`config.mk`:
```
export PLATFORM = sky130hd
export DESIGN_NAME = e1pm_snapshot_bank
export DESIGN_NICKNAME = d
export VERILOG_FILES = /design/src/e1pm_pkg.sv /design/src/e1pm_snapshot_bank.sv /design/src/e1pm_sat_counter.sv
export SDC_FILE = /design/constraint.sdc
export NUM_CORES = 1
export LEC_CHECK = 0
export BUFFER_PORTS_ARGS = -buffer_cell sky130_fd_sc_hd__buf_2
export CORE_AREA = 2 2 132 134
export CTS_BUF_LIST = sky130_fd_sc_hd__clkbuf_4
export DETAILED_ROUTE_END_ITERATION = 8
export DIE_AREA = 0 0 134 136
export GPL_TIMING_DRIVEN = 1
export MAX_ROUTING_LAYER = met4
export PLACE_DENSITY = 0.74
export SYNTH_ARGS = -nofsm -noshare
export SYNTH_HDL_FRONTEND = slang
export SYNTH_SLANG_ARGS = --single-unit
```
`constraint.sdc`:
```
create_clock -name clk -period 6 [get_ports clk]
set_clock_uncertainty 0.05 [all_clocks]
set_input_delay 1.2 -clock clk [delete_from_list [all_inputs] [get_ports clk]]
set_output_delay 1.2 -clock clk [all_outputs]
set_load 0.01 [all_outputs]
```
`src/e1pm_pkg.sv`:
```
// Constants shared by the E1 performance-monitor snapshot bank.
// Assumes one 100 MHz clock and an 8-bit register port.
package e1pm_pkg;
   localparam int ADDR_W = 8;
   localparam int DATA_W = 8;

   // Snapshot register offsets
   localparam logic [7:0] CRC_LOW_ADDR = 8'h00;
   localparam logic [7:0] CRC_HIGH_ADDR = 8'h01;
   localparam logic [7:0] FER_LOW_ADDR = 8'h02;
   localparam logic [7:0] FER_HIGH_ADDR = 8'h03;
   localparam logic [7:0] ALIGN_ADDR = 8'h04;
   localparam logic [7:0] LOSS_ADDR = 8'h05;
   localparam logic [7:0] PATTERN_ERROR_COUNT_LOW_ADDR = 8'h06;
   localparam logic [7:0] PATTERN_ERROR_COUNT_HIGH_ADDR = 8'h07;
   localparam logic [7:0] LCV_LOW_ADDR = 8'h08;
   localparam logic [7:0] LCV_HIGH_ADDR = 8'h09;

   // Control and interrupt registers
   localparam logic [7:0] CTRL_ADDR = 8'h10;
   localparam logic [7:0] IRQ_STATUS_ADDR = 8'h11;
   localparam logic [7:0] IRQ_MASK_ADDR = 8'h12;

   localparam int CTRL_AUTO_BIT = 0;
   localparam int CTRL_REQ_BIT = 1;
   localparam int IRQ_SNAP_BIT = 0;
   localparam int IRQ_SAT_BIT = 1;
   localparam int IRQ_W = 2;

   localparam logic [7:0] CTRL_RESET = 8'h00;
   localparam logic [1:0] IRQ_RESET = 2'h0;
   localparam logic [7:0] RDATA_IDLE = 8'h00;

   // Counter widths
   localparam int CRC_W = 10;
   localparam int FER_W = 12;
   localparam int ALIGN_W = 3;
   localparam int LOSS_W = 5;
   localparam int PATTERN_ERROR_COUNT_W = 16;
   localparam int LCV_W = 16;

   // Automatic snapshot period
   localparam int CLK_PERIOD_NS = 10;
   localparam int SNAP_PERIOD_NS = 1000000000;
   localparam int SNAP_CYCLES = SNAP_PERIOD_NS / CLK_PERIOD_NS;
endpackage

```
`src/e1pm_snapshot_bank.sv`:
```
// Per-link E1 performance-monitor counters and their snapshot bank.
// Assumes event pulses come from framer logic on clk; plain register port.
`timescale 1ns/1ps

// Functional notes
// - All snapshot registers are loaded together in one cycle from one set of counts.
// - A write that takes the snapshot request bit from zero to one loads a snapshot.
// - With automatic mode enabled a snapshot is loaded once per second.
// - CRC-4 error count is 10 bits, low byte at 00H, top two bits at 01H.
// - FAS/NFAS error count is 12 bits, low byte at 02H, top four bits at 03H.
// - Alignment change count is 3 bits at 04H.
// - Frame synchronization loss count is 5 bits at 05H.
// - Pattern receiver bit error count is 16 bits, low byte at 06H, high at 07H.
// - Code violation low byte is at 08H; snapshot bits are read-only and reset to zero.
// - Code violations are counted as 16 bits with the high byte at 09H.
module e1pm_snapshot_bank
   import e1pm_pkg::*;
#(
   parameter int SNAP_CYCLES_P = e1pm_pkg::SNAP_CYCLES
) (
   // Clock and reset
   input wire logic clk,
   input wire logic rst,
   // Register port
   input wire logic [e1pm_pkg::ADDR_W-1:0] reg_addr,
   input wire logic [e1pm_pkg::DATA_W-1:0] reg_wdata,
   input wire logic reg_wr,
   input wire logic reg_rd,
   output logic [e1pm_pkg::DATA_W-1:0] reg_rdata,
   // Event pulses from the link
   input wire logic crc_error_event,
   input wire logic framing_error_event,
   input wire logic alignment_change_event,
   input wire logic frame_loss_event,
   input wire logic pattern_error_event,
   input wire logic code_violation_event,
   // Interrupt
   output logic irq
);
   import e1pm_pkg::*;

   localparam int TICK_W = $clog2(SNAP_CYCLES_P);
   localparam logic [TICK_W-1:0] TICK_LAST = TICK_W'(SNAP_CYCLES_P - 1);
   localparam logic [TICK_W-1:0] TICK_ONE = TICK_W'(1);

   typedef struct packed {
      logic [7:0] ctrl;
      logic [IRQ_W-1:0] irq_status;
      logic [IRQ_W-1:0] irq_mask;
      logic [7:0] rdata;
      logic [TICK_W-1:0] tick;
      logic [CRC_W-1:0] crc_snap;
      logic [FER_W-1:0] fer_snap;
      logic [ALIGN_W-1:0] align_snap;
      logic [LOSS_W-1:0] loss_snap;
      logic [PATTERN_ERROR_COUNT_W-1:0] pattern_error_count_snap;
      logic [LCV_W-1:0] lcv_snap;
      logic irq;
   } e1pm_state_type;

   e1pm_state_type s_r;
   e1pm_state_type s_nxt;

   logic [CRC_W-1:0] crc_count;
   logic [FER_W-1:0] fer_count;
   logic [ALIGN_W-1:0] align_count;
   logic [LOSS_W-1:0] loss_count;
   logic [PATTERN_ERROR_COUNT_W-1:0] pattern_error_count_count;
   logic [LCV_W-1:0] lcv_count;
   logic [5:0] sat_flags;
   logic req_rise;
   logic tick_due;
   logic take;

   // Passes a byte through unchanged; callers zero-fill the narrow field
   function automatic logic [7:0] pad_byte(input logic [7:0] v);
      pad_byte = v;
   endfunction

   e1pm_sat_counter #(.W(CRC_W)) u_crc (
      .clk(clk), .rst(rst), .event_in(crc_error_event), .restart(take),
      .count(crc_count), .saturated(sat_flags[0])
   );
   e1pm_sat_counter #(.W(FER_W)) u_fer (
      .clk(clk), .rst(rst), .event_in(framing_error_event), .restart(take),
      .count(fer_count), .saturated(sat_flags[1])
   );
   e1pm_sat_counter #(.W(ALIGN_W)) u_align (
      .clk(clk), .rst(rst), .event_in(alignment_change_event), .restart(take),
      .count(align_count), .saturated(sat_flags[2])
   );
   e1pm_sat_counter #(.W(LOSS_W)) u_loss (
      .clk(clk), .rst(rst), .event_in(frame_loss_event), .restart(take),
      .count(loss_count), .saturated(sat_flags[3])
   );
   e1pm_sat_counter #(.W(PATTERN_ERROR_COUNT_W)) u_pattern_error_count (
      .clk(clk), .rst(rst), .event_in(pattern_error_event), .restart(take),
      .count(pattern_error_count_count), .saturated(sat_flags[4])
   );
   // One input serves AMI or HDB3 decoding; the decoder picks the violation kind
   e1pm_sat_counter #(.W(LCV_W)) u_lcv (
      .clk(clk), .rst(rst), .event_in(code_violation_event), .restart(take),
      .count(lcv_count), .saturated(sat_flags[5])
   );

   // Snapshot triggers
   assign req_rise = reg_wr && reg_addr == CTRL_ADDR && reg_wdata[CTRL_REQ_BIT] &&
                     !s_r.ctrl[CTRL_REQ_BIT];
   assign tick_due = s_r.ctrl[CTRL_AUTO_BIT] && s_r.tick == TICK_LAST;
   assign take = req_rise || tick_due;

   always_comb begin
      s_nxt = s_r;
      // Second timer runs only while automatic mode is on
      if (!s_r.ctrl[CTRL_AUTO_BIT] || tick_due) begin
         s_nxt.tick = '0;
      end else begin
         s_nxt.tick = s_r.tick + TICK_ONE;
      end
      if (take) begin
         // Counts before restart form one common snapshot
         s_nxt.crc_snap = crc_count;
         s_nxt.fer_snap = fer_count;
         s_nxt.align_snap = align_count;
         s_nxt.loss_snap = loss_count;
         s_nxt.pattern_error_count_snap = pattern_error_count_count;
         s_nxt.lcv_snap = lcv_count;
      end
      // Register writes; snapshot range is read-only
      if (reg_wr) begin
         if (reg_addr == CTRL_ADDR) begin
            s_nxt.ctrl = {6'h00, reg_wdata[CTRL_REQ_BIT], reg_wdata[CTRL_AUTO_BIT]};
         end else if (reg_addr == IRQ_STATUS_ADDR) begin
            s_nxt.irq_status = s_r.irq_status & ~reg_wdata[IRQ_W-1:0];
         end else if (reg_addr == IRQ_MASK_ADDR) begin
            s_nxt.irq_mask = reg_wdata[IRQ_W-1:0];
         end
      end
      // Set wins over a same-cycle clear
      if (take) begin
         s_nxt.irq_status[IRQ_SNAP_BIT] = 1'b1;
      end
      if (|sat_flags) begin
         s_nxt.irq_status[IRQ_SAT_BIT] = 1'b1;
      end
      // Registered so the pin cannot glitch while status bits change
      s_nxt.irq = |(s_nxt.irq_status & s_nxt.irq_mask);
      // Read data stand for one cycle only; reads change nothing else
      s_nxt.rdata = RDATA_IDLE;
      if (reg_rd) begin
         if (reg_addr == CRC_LOW_ADDR) begin
            s_nxt.rdata = s_r.crc_snap[7:0];
         end else if (reg_addr == CRC_HIGH_ADDR) begin
            s_nxt.rdata = pad_byte({6'h00, s_r.crc_snap[9:8]});
         end else if (reg_addr == FER_LOW_ADDR) begin
            s_nxt.rdata = s_r.fer_snap[7:0];
         end else if (reg_addr == FER_HIGH_ADDR) begin
            s_nxt.rdata = pad_byte({4'h0, s_r.fer_snap[11:8]});
         end else if (reg_addr == ALIGN_ADDR) begin
            s_nxt.rdata = pad_byte({5'h00, s_r.align_snap});
         end else if (reg_addr == LOSS_ADDR) begin
            s_nxt.rdata = pad_byte({3'h0, s_r.loss_snap});
         end else if (reg_addr == PATTERN_ERROR_COUNT_LOW_ADDR) begin
            s_nxt.rdata = s_r.pattern_error_count_snap[7:0];
         end else if (reg_addr == PATTERN_ERROR_COUNT_HIGH_ADDR) begin
            s_nxt.rdata = s_r.pattern_error_count_snap[15:8];
         end else if (reg_addr == LCV_LOW_ADDR) begin
            s_nxt.rdata = s_r.lcv_snap[7:0];
         end else if (reg_addr == LCV_HIGH_ADDR) begin
            s_nxt.rdata = s_r.lcv_snap[15:8];
         end else if (reg_addr == CTRL_ADDR) begin
            s_nxt.rdata = s_r.ctrl;
         end else if (reg_addr == IRQ_STATUS_ADDR) begin
            s_nxt.rdata = pad_byte({6'h00, s_r.irq_status});
         end else if (reg_addr == IRQ_MASK_ADDR) begin
            s_nxt.rdata = pad_byte({6'h00, s_r.irq_mask});
         end
      end
   end

   always_ff @(posedge clk) begin
      if (rst) begin
         s_r <= '0;
      end else begin
         s_r <= s_nxt;
      end
   end

   assign reg_rdata = s_r.rdata;
   assign irq = s_r.irq;

   a_group_snapshot: assert property (@(posedge clk) disable iff (rst)
      take |=> s_r.crc_snap == $past(crc_count) && s_r.fer_snap == $past(fer_count) &&
               s_r.align_snap == $past(align_count) && s_r.loss_snap == $past(loss_count) &&
               s_r.pattern_error_count_snap == $past(pattern_error_count_count) && s_r.lcv_snap == $past(lcv_count))
      else $error("snapshot group not loaded together");

   a_request_edge: assert property (@(posedge clk) disable iff (rst)
      (reg_wr && reg_addr == CTRL_ADDR && reg_wdata[CTRL_REQ_BIT] && !s_r.ctrl[CTRL_REQ_BIT])
      |=> s_r.irq_status[IRQ_SNAP_BIT] && s_r.lcv_snap == $past(lcv_count))
      else $error("request edge did not snapshot");

   a_auto_period: assert property (@(posedge clk) disable iff (rst)
      (s_r.ctrl[CTRL_AUTO_BIT] && s_r.tick == '0 && $past(tick_due)) ##0
      (s_r.ctrl[CTRL_AUTO_BIT] && !reg_wr) [*2] |-> !take)
      else $error("automatic snapshot came early");

   a_auto_fires: assert property (@(posedge clk) disable iff (rst)
      (s_r.ctrl[CTRL_AUTO_BIT] && s_r.tick == TICK_LAST) |=>
      s_r.irq_status[IRQ_SNAP_BIT] && s_r.tick == '0 && s_r.crc_snap == $past(crc_count))
      else $error("automatic snapshot missed");

   a_crc_high_read: assert property (@(posedge clk) disable iff (rst)
      (reg_rd && reg_addr == CRC_HIGH_ADDR) |=>
      reg_rdata == {6'h00, $past(s_r.crc_snap[9:8])})
      else $error("crc high byte wrong");

   a_fer_high_read: assert property (@(posedge clk) disable iff (rst)
      (reg_rd && reg_addr == FER_HIGH_ADDR) |=>
      reg_rdata == {4'h0, $past(s_r.fer_snap[11:8])})
      else $error("framing high byte wrong");

   a_align_read: assert property (@(posedge clk) disable iff (rst)
      (reg_rd && reg_addr == ALIGN_ADDR) |=> reg_rdata[7:3] == 5'h00 &&
      reg_rdata[2:0] == $past(s_r.align_snap))
      else $error("alignment count read wrong");

   a_loss_read: assert property (@(posedge clk) disable iff (rst)
      (reg_rd && reg_addr == LOSS_ADDR) |=> reg_rdata == {3'h0, $past(s_r.loss_snap)})
      else $error("loss count read wrong");

   a_pattern_error_count_read: assert property (@(posedge clk) disable iff (rst)
      (reg_rd && reg_addr == PATTERN_ERROR_COUNT_HIGH_ADDR) ##1 (reg_rd && reg_addr == PATTERN_ERROR_COUNT_LOW_ADDR && !take)
      |=> reg_rdata == s_r.pattern_error_count_snap[7:0])
      else $error("pattern count read wrong");

   a_snap_readonly: assert property (@(posedge clk) disable iff (rst)
      !take |=> $stable(s_r.crc_snap) && $stable(s_r.lcv_snap) && $stable(s_r.fer_snap))
      else $error("snapshot changed without trigger");

   a_lcv_high_read: assert property (@(posedge clk) disable iff (rst)
      (reg_rd && reg_addr == LCV_HIGH_ADDR) |=> reg_rdata == $past(s_r.lcv_snap[15:8]))
      else $error("code violation high byte wrong");

   a_restart_counts: assert property (@(posedge clk) disable iff (rst)
      take |=> crc_count == {{(CRC_W-1){1'b0}}, $past(crc_error_event)})
      else $error("live counter not restarted");

   a_read_no_effect: assert property (@(posedge clk) disable iff (rst)
      (reg_rd && !reg_wr && !take) |=> $stable(s_r.ctrl) && $stable(s_r.pattern_error_count_snap))
      else $error("read had a side effect");

   // Read path
   a_crc_low_read: assert property (@(posedge clk) disable iff (rst)
      (reg_rd && reg_addr == CRC_LOW_ADDR) |=> reg_rdata == $past(s_r.crc_snap[7:0]))
      else $error("crc low byte wrong");

   a_fer_low_read: assert property (@(posedge clk) disable iff (rst)
      (reg_rd && reg_addr == FER_LOW_ADDR) |=> reg_rdata == $past(s_r.fer_snap[7:0]))
      else $error("framing low byte wrong");

   a_pattern_error_count_high_read: assert property (@(posedge clk) disable iff (rst)
      (reg_rd && reg_addr == PATTERN_ERROR_COUNT_HIGH_ADDR) |=> reg_rdata == $past(s_r.pattern_error_count_snap[15:8]))
      else $error("pattern high byte wrong");

   a_lcv_low_read: assert property (@(posedge clk) disable iff (rst)
      (reg_rd && reg_addr == LCV_LOW_ADDR) |=> reg_rdata == $past(s_r.lcv_snap[7:0]))
      else $error("code violation low byte wrong");

   a_rdata_idle: assert property (@(posedge clk) disable iff (rst)
      !reg_rd |=> reg_rdata == RDATA_IDLE)
      else $error("read data did not return to idle");

   a_unmapped_read: assert property (@(posedge clk) disable iff (rst)
      (reg_rd && reg_addr > IRQ_MASK_ADDR) |=> reg_rdata == RDATA_IDLE)
      else $error("unmapped read not zero");

   a_ctrl_read: assert property (@(posedge clk) disable iff (rst)
      (reg_rd && reg_addr == CTRL_ADDR) |=> reg_rdata == $past(s_r.ctrl))
      else $error("control read wrong");

   // Control and timer
   a_ctrl_write: assert property (@(posedge clk) disable iff (rst)
      (reg_wr && reg_addr == CTRL_ADDR) |=> s_r.ctrl ==
      {6'h00, $past(reg_wdata[CTRL_REQ_BIT]), $past(reg_wdata[CTRL_AUTO_BIT])})
      else $error("control write wrong");

   a_repeat_request: assert property (@(posedge clk) disable iff (rst)
      (reg_wr && reg_addr == CTRL_ADDR && s_r.ctrl[CTRL_REQ_BIT] && !tick_due) |=>
      $stable(s_r.crc_snap) && $stable(s_r.fer_snap) && $stable(s_r.pattern_error_count_snap))
      else $error("repeated request took a snapshot");

   a_no_auto_when_off: assert property (@(posedge clk) disable iff (rst)
      (!s_r.ctrl[CTRL_AUTO_BIT] && !(reg_wr && reg_addr == CTRL_ADDR)) |=>
      $stable(s_r.lcv_snap) && $stable(s_r.align_snap) && $stable(s_r.loss_snap))
      else $error("snapshot while automatic mode off");

   a_tick_idle: assert property (@(posedge clk) disable iff (rst)
      !s_r.ctrl[CTRL_AUTO_BIT] |=> s_r.tick == '0)
      else $error("timer ran while disabled");

   a_tick_step: assert property (@(posedge clk) disable iff (rst)
      (s_r.ctrl[CTRL_AUTO_BIT] && !tick_due) |=> s_r.tick == $past(s_r.tick) + TICK_ONE)
      else $error("timer skipped a count");

   // Interrupt, then snapshot hold and counter restart
   a_snap_flag_set: assert property (@(posedge clk) disable iff (rst)
      take |=> s_r.irq_status[IRQ_SNAP_BIT])
      else $error("snapshot flag not set");

   a_status_clear: assert property (@(posedge clk) disable iff (rst)
      (reg_wr && reg_addr == IRQ_STATUS_ADDR && reg_wdata[IRQ_SNAP_BIT] && !take) |=>
      !s_r.irq_status[IRQ_SNAP_BIT])
      else $error("status bit not cleared");

   a_status_read: assert property (@(posedge clk) disable iff (rst)
      (reg_rd && reg_addr == IRQ_STATUS_ADDR) |=> reg_rdata == {6'h00, $past(s_r.irq_status)})
      else $error("status read wrong");

   a_mask_write: assert property (@(posedge clk) disable iff (rst)
      (reg_wr && reg_addr == IRQ_MASK_ADDR) |=> s_r.irq_mask == $past(reg_wdata[IRQ_W-1:0]))
      else $error("mask write wrong");

   a_sat_status: assert property (@(posedge clk) disable iff (rst)
      (|sat_flags) |=> s_r.irq_status[IRQ_SAT_BIT])
      else $error("saturation flag not set");

   a_irq_level: assert property (@(posedge clk) disable iff (rst)
      irq == |(s_r.irq_status & s_r.irq_mask))
      else $error("interrupt level wrong");

   a_mask_irq: assert property (@(posedge clk) disable iff (rst)
      (s_r.irq_mask == '0) |-> !irq)
      else $error("masked interrupt raised");

   a_snap_rest_stable: assert property (@(posedge clk) disable iff (rst)
      !take |=> $stable(s_r.align_snap) && $stable(s_r.loss_snap) && $stable(s_r.pattern_error_count_snap))
      else $error("snapshot part changed alone");

   a_restart_all: assert property (@(posedge clk) disable iff (rst)
      take |=> fer_count == {{(FER_W-1){1'b0}}, $past(framing_error_event)} &&
      align_count == {{(ALIGN_W-1){1'b0}}, $past(alignment_change_event)} &&
      loss_count == {{(LOSS_W-1){1'b0}}, $past(frame_loss_event)} &&
      pattern_error_count_count == {{(PATTERN_ERROR_COUNT_W-1){1'b0}}, $past(pattern_error_event)} &&
      lcv_count == {{(LCV_W-1){1'b0}}, $past(code_violation_event)})
      else $error("live counters not restarted together");
endmodule

```
`src/e1pm_sat_counter.sv`:
```
// Saturating event counter with a restart that keeps a coincident event.
// Assumes a one-cycle event pulse from logic on the same clock.
`timescale 1ns/1ps
module e1pm_sat_counter #(
   parameter int W = 8
) (
   // Clock and reset
   input wire logic clk,
   input wire logic rst,
   // Event and restart
   input wire logic event_in,
   input wire logic restart,
   // Count
   output logic [W-1:0] count,
   output logic saturated
);
   typedef struct packed {
      logic [W-1:0] count;
   } e1pm_cnt_type;

   localparam logic [W-1:0] FULL = {W{1'b1}};
   localparam logic [W-1:0] ONE = {{(W-1){1'b0}}, 1'b1};

   e1pm_cnt_type s_r;
   e1pm_cnt_type s_nxt;

   always_comb begin
      s_nxt = s_r;
      if (restart) begin
         // Event in the restart cycle opens the next interval
         s_nxt.count = event_in ? ONE : '0;
      end else if (event_in && s_r.count != FULL) begin
         s_nxt.count = s_r.count + ONE;
      end
   end

   always_ff @(posedge clk) begin
      if (rst) begin
         s_r <= '0;
      end else begin
         s_r <= s_nxt;
      end
   end

   assign count = s_r.count;
   assign saturated = (s_r.count == FULL);

   a_restart_keeps_event: assert property (@(posedge clk) disable iff (rst)
      restart |=> count == ($past(event_in) ? ONE : '0)) else $error("restart lost event");

   a_no_wrap: assert property (@(posedge clk) disable iff (rst)
      (saturated && !restart) |=> saturated) else $error("counter wrapped");
endmodule

```
### Word-level counts from Yosys, hierarchy flattened

Index checks and enable logic that the tools add are counted.

* add/subtract/negate cells: 7
* multiply operators: 0
* div/mod/pow operators: 0
* $lt $le $gt $ge: 0
* eq/ne operators: 25
* shifts and indexed selects: 0
* mux-type cells: 38
* bitwise logic cells: 4
* reductions and logical operators: 26

Operators with widths (number)
* 8-bit two-way mux: 10
* 16-bit two-way mux: 4
* 16-bit by 1-bit adder with 16-bit output (second input constant): 2
* 16-bit == test (second input constant): 2
* 8-bit by 3-bit == test with 1-bit output (second input constant): 4
* 16-bit != test (second input constant): 2
* 27-bit by 1-bit adder with 27-bit output (second input constant): 1
* 27-bit == test (second input constant): 1
* 8-bit by 5-bit == test with 1-bit output (second input constant): 3
* 12-bit two-way mux: 2
* 10-bit two-way mux: 2
* 8-bit by 2-bit == test with 1-bit output (second input constant): 2
* 8-bit by 4-bit == test with 1-bit output (second input constant): 2
* 12-bit by 1-bit adder with 12-bit output (second input constant): 1
* 12-bit == test (second input constant): 1
* 2-bit two-way mux: 6
* 12-bit != test (second input constant): 1
* 2-bit nonzero test: 6
* 10-bit by 1-bit adder with 10-bit output (second input constant): 1
* 10-bit == test (second input constant): 1
* 1-bit logical AND: 10
* 5-bit two-way mux: 2
* 10-bit != test (second input constant): 1
* 8-bit by 1-bit == test with 1-bit output (second input constant): 1
* 18 further kinds: 32

* register bits: 166
* latch bits: 0
* RAM bits: 0
* memory bits (read-only): 0
* output and inout bits: 9
* memories: 0

### Depth between registers and ports, before layout

* word-level depth: 14
* mapped depth: 8

### By module

From an unflattened synthesis, not the netlist that was laid out.

* cell total of the unflattened synthesis: 970
* area, all modules: 8046.5 µm²

By module, submodules not included
* e1pm_snapshot_bank: times used 1, cells each 580, area each 4685.7 µm², seq. area each 2082.0 µm²
* e1pm_sat_counter at u_lcv ...: times used 2, cells each 103, area each 863.3 µm², seq. area each 320.3 µm²
* e1pm_sat_counter at u_fer: times used 1, cells each 77, area each 633.1 µm², seq. area each 240.2 µm²
* e1pm_sat_counter at u_crc: times used 1, cells each 67, area each 594.3 µm², seq. area each 200.2 µm²
* e1pm_sat_counter at u_loss: times used 1, cells each 25, area each 250.2 µm², seq. area each 100.1 µm²
* e1pm_sat_counter at u_align: times used 1, cells each 15, area each 156.4 µm², seq. area each 60.1 µm²

### Least setup slack after synthesis

OpenSTA, ideal clock, no wires.

* path kind: input to register
* start: input port reg_addr[2] in the netlist's numbering
* end: register s_r, in the netlist irq
* setup time: 0.117 ns
* arrival: 2.926 ns
* required time: 5.833 ns
* path slack: 2.908 ns
* cell stages on the path: 5
* path through: or4_4 -> or4_4 -> a2111oi_4 -> nand4_1 -> a22o_1

* cells in the longest elaborated chain, start to end: 8
* elaborated cells on any way between the ends: 16
* classes of those cells: 3 x eq/ne; 7 x mux; 1 x bitwise; 5 x reduce/logical

Ends and longest elaborated chain
* start: declaration: RTL line e1pm_snapshot_bank.sv:25 `input wire logic [e1pm_pkg::ADDR_W-1:0] reg_addr,`
* branches (longest 6 deep; another with 8-bit by 5-bit == test with 1-bit output)
* 2-bit AND (*): RTL line e1pm_snapshot_bank.sv:147 `s_nxt.irq = |(s_nxt.irq_status & s_nxt.irq_mask);`
* 2-bit OR reduction (*): RTL line e1pm_snapshot_bank.sv:147
* end signal: assignment: RTL line e1pm_snapshot_bank.sv:185 `s_r <= s_nxt;`
* end: declaration: RTL line e1pm_snapshot_bank.sv:61 `e1pm_state_type s_r;`

Every way passes the cells marked *.
A chain may end at the register's enable or synchronous reset.

### Worst setup path in the final report

* start: input port reg_addr[0] in the netlist's numbering
* end: register u_lcv.s_r, in the netlist u_lcv.count[0]

* cells in the longest elaborated chain, start to end: 6
* elaborated cells on any way between the ends: 7
* classes of those cells: 1 x eq/ne; 1 x mux; 5 x reduce/logical

Ends and longest elaborated chain
* 8-bit by 5-bit == test with 1-bit output (*): RTL line e1pm_snapshot_bank.sv:107 `assign req_rise = reg_wr && reg_addr == CTRL_ADDR && reg_wdata[CTRL_REQ_BIT] &&`
* 1-bit logical AND (*) (3 in a row): RTL line e1pm_snapshot_bank.sv:107
* 1-bit logical OR (*): RTL line e1pm_snapshot_bank.sv:110 `assign take = req_rise || tick_due;`
* 16-bit two-way mux / 2-bit nonzero test (equally long branches)
* end signal: assignment: RTL line e1pm_sat_counter.sv:41 `s_r <= s_nxt;`
* end: declaration: RTL line e1pm_sat_counter.sv:24 `e1pm_cnt_type s_r;`

Mark *: on every way between the ends. The rest lies on a longest branch, timed or not.

==> impl_metrics.csv <==
group,metric,value,unit
placement,finalWeightedCongestion,0.915,
synthesis,synth_edf_count,0,
cells_and_area,synthToLayoutAreaGrowth,4.83,%
min_path,hp-class,"register to register",
critical_path,worstPathRequired,6.42,ns
synthesis,synthAdderAreaFrac,0.0145,
clock_network,post_cts_buffers,0,
grt,grt_pass1_wl,28.5,mm
critical_path,slowest_stage,"a21o_2",
placement,port_buffers,28,
synthesis,synth_simple_gate_area_share,0.276,
synthesis,synth_fp_nets,968,
synthesis,yosys.area.top_type,"dfxtp_1",
routing,wl_per_cell,15.0,um
grt,grt_overflow,0,
pwr,p_switching,426,uW
critical_path,crit_path_cell_trace,"buf_2, or2_2, nor4_2, a21o_2, nor4b_1, a311o_1",
critical_path,end_kind,"register",
timing,hold_viol_final,0,
synthesis,synth-seq-area-share,0.428,
critical_path,cp_max_fo,64,
cells_and_area,final_cell_mix,"dfxtp_1 (166), nand2_1 (149), nor2_1 (101), a21oi_1 (84), xor2_1 (58)",
grt,track_usage,0.202,
floorplanning,num_io_pins,35,
floorplanning,core-area,16900,um2
clock_network,htreeDepth,4,
grt,grt_pass1_vias,5791,
cells_and_area,final_common_cell,"dfxtp_1",
clock_network,clk-insertion-delay-late,0.58,ns
pwr,comb_power_share,0.045,
outcome,status,"complete, no violations",
synthesis,synth_area_per_cell,8.32,um2
floorplanning,die_w,134,um
pwr,power.density,212,nW/um2
critical_path,reg2reg_depth,5,
flow_run,drv_cap,0,
clock_network,clock-root-buffer,"clkbuf_4",
routing,drc,0,
cells_and_area,fin_nets,959,
synthesis,syn-instance-count,933,
floorplanning,die-height,136,um
routing,first_pass_iters,7,
cells_and_area,drive_gt1_frac,0.0824,
timing,tns,0,ns
timing,max_freq,285,MHz
min_path,whs_path_depth,2,
synthesis,ys_ff_latch,166,
synthesis,synth-xor-area-share,0.0767,
synthesis,ys_types,61,
placement,dpl.hpwl,11.9,mm
grt,grt_antenna_before_repair,1,
critical_path,startpoint_type,"primary input",
timing,tightestPinTransition,1.15,ns
synthesis,synth_area_leaders,"dfxtp_1 (43%), nand2_1 (7.3%), xor2_1 (6.5%), a21oi_1 (5.5%), nor2_1 (4.9%)",
grt,grt_max_degree,75,
synthesis,synth.top_cell.area_share,0.428,
routing,drt_iter0_drc,646,
pwr,intPower,1.30,mW
critical_path,path_delay_family,"compound AO/OA/AOI/OAI gates",
critical_path,worstSetupPathType,"primary input to register",
floorplanning,rows,48,
pwr,switching_share,0.246,
floorplanning,die_area,18200,um2
synthesis,synth_compound_area_frac,0.129,
critical_path,cp.depth,6,
clock_network,cts_tree,"built",
timing,drv_slew,0,
synthesis,yosysWarnings,0,
critical_path,arrival,3.93,ns
pwr,ir_worst_vdd,0.122,mV
synthesis,synthArstFlopShare,0,
routing,drt-total-wl,17.5,mm
clock_network,numClockSinks,166,
clock_network,ctsResizeCount,0,
routing,vias_per_cell,5.59,
cells_and_area,fillers,1659,
clock_network,holdBufCountCts,0,
timing,slew-limit-headroom,0.232,
clock_network,cts_buffers,17,
clock_network,clk_pin_slew_worst_paths,0.12,ns
critical_path,crit_buf_inv,1,
synthesis,synth_top_family_by_area,"simple AND/OR/NAND/NOR gates",
routing,ant_nets,0,
floorplanning,start_util,0.460,
synthesis,synthMuxAreaShare,0.0335,
pwr,p_leak,2.81,nW
timing,min_period,3.51,ns
routing,vias,6485,
critical_path,max_stage_delay,0.92,ns
synthesis,synth_flop_cell,"dfxtp_1",
pwr,power,1.73,mW
pwr,pwr-share-seq,0.647,
synthesis,syn_area,7760,um2
timing,setup_violations,0,
timing,post-route-period-util,0.586,
pwr,p_clk_frac,0.308,
clock_network,clockBufferDepth,2,
timing,rsz0062_at_grt,"no",
[worst register-to-register path: stages, from the launching register on]
cell	delay, ns
dfxtp_1	0.37
or4_1	0.53
nor4_1	0.81
a21o_2	1.01
nor4b_1	0.14
a311o_1	0.31
[Yosys cell counts (3+ instances only)]
master,count
dfxtp_1,166
nor4_1,4
buf_1,3
o22ai_1,3
nand2_1,150
a221oi_1,3
nor2_1,101
buf_2,10
nor3b_1,4
o2111ai_1,7
inv_1,10
mux2_2,4
a31oi_1,7
o211ai_1,9
clkbuf_1,33
nand3_1,37
o32ai_1,3
or2_2,3
and3_1,26
mux2i_1,17
a21oi_1,85
a22oi_1,3
xor2_1,58
xnor2_1,10
ha_1,9
a211oi_1,4
and2_1,8
nand3b_1,10
nor2b_1,10
nand2b_1,10
and4_1,16
buf_4,14
nor3_1,7
o21ai_0,20
or3_1,7
nand4_1,29
[metrics by stage]
| stage | hold slack (ns) | instances | worst slack [ns] | instance area [um2] | utilization |
|---|---|---|---|---|---|
| global placement | 0.388 | 1130 | 1.96 | 7940 | 0.470 |
| finish | 0.409 | 1161 | 2.49 | 8140 | 0.482 |
| CTS | 0.410 | 1160 | 2.54 | 8140 | 0.482 |
| floorplan | 0.377 | 933 | 2.91 | 7760 | - |
| global route | 0.425 | 1161 | 2.27 | 8140 | 0.482 |
| detailed placement | 0.394 | 1130 | 1.92 | 7940 | 0.470 |
[cell families after synthesis]
group / Yosys count
compound gates: 162
mux: 23
flops: 166
buf+inv: 70
simple gates: 435
fa+ha+maj: 9
xor+xnor: 68
[power groups by stage]
| stage | Sequential, mW | Clock, mW | Combinational, mW |
|---|---|---|---|
| after floorplan | 1.14 | 0 | 0.0562 |
| after global placement | 1.14 | 0 | 0.0763 |
| after CTS | 1.12 | 0.545 | 0.0779 |
| final | 1.12 | 0.532 | 0.0781 |
| after detailed placement | 1.14 | 0 | 0.0777 |
| after global routing | 1.12 | 0.594 | 0.0864 |
[state kept, by name, indices dropped and copies added, names as in the netlist]
register,flops
irq,1
reg_rdata,8
s_r,95
u_align.count,3
u_crc.count,10
u_fer.count,12
u_lcv.count,16
u_loss.count,5
u_pattern_error_count.count,16
[metal layers]
layer  up-vias  global-route usage  routed length [um]
li1       3258                   -                   -
met1      3054               0.264                8340
met2       143               0.304                7940
met3        30              0.0462                 790
met4         0              0.0798                 399
met5         -                   -                   0
[cell type report]
class	count	area, um2	share of cell area
multi-input cells	697	4130	0.507
well taps	225	282	0.0346
diodes	1	2.50	0.000307
inverters	10	37.5	0.00461
flip-flops and latches	166	3320	0.408
clock inverters	9	38.8	0.00477
repair buffers	32	170	0.0209
clock buffers	21	158	0.0194
[path summary, 6_finish.rpt]
check,from,end,slack [ns]
hold / removal,s_r[7]$_SDFFE_PP0N_,s_r[7]$_SDFFE_PP0N_,0.41
setup / recovery,reg_addr[0],u_lcv.count[0]$_SDFFE_PP0P_,2.49
setup reg to reg,s_r[72]$_SDFF_PP0_,u_lcv.count[0]$_SDFFE_PP0P_,2.65
hold reg to reg,s_r[7]$_SDFFE_PP0N_,s_r[7]$_SDFFE_PP0N_,0.41
Power figures use the tool's default switching activity.
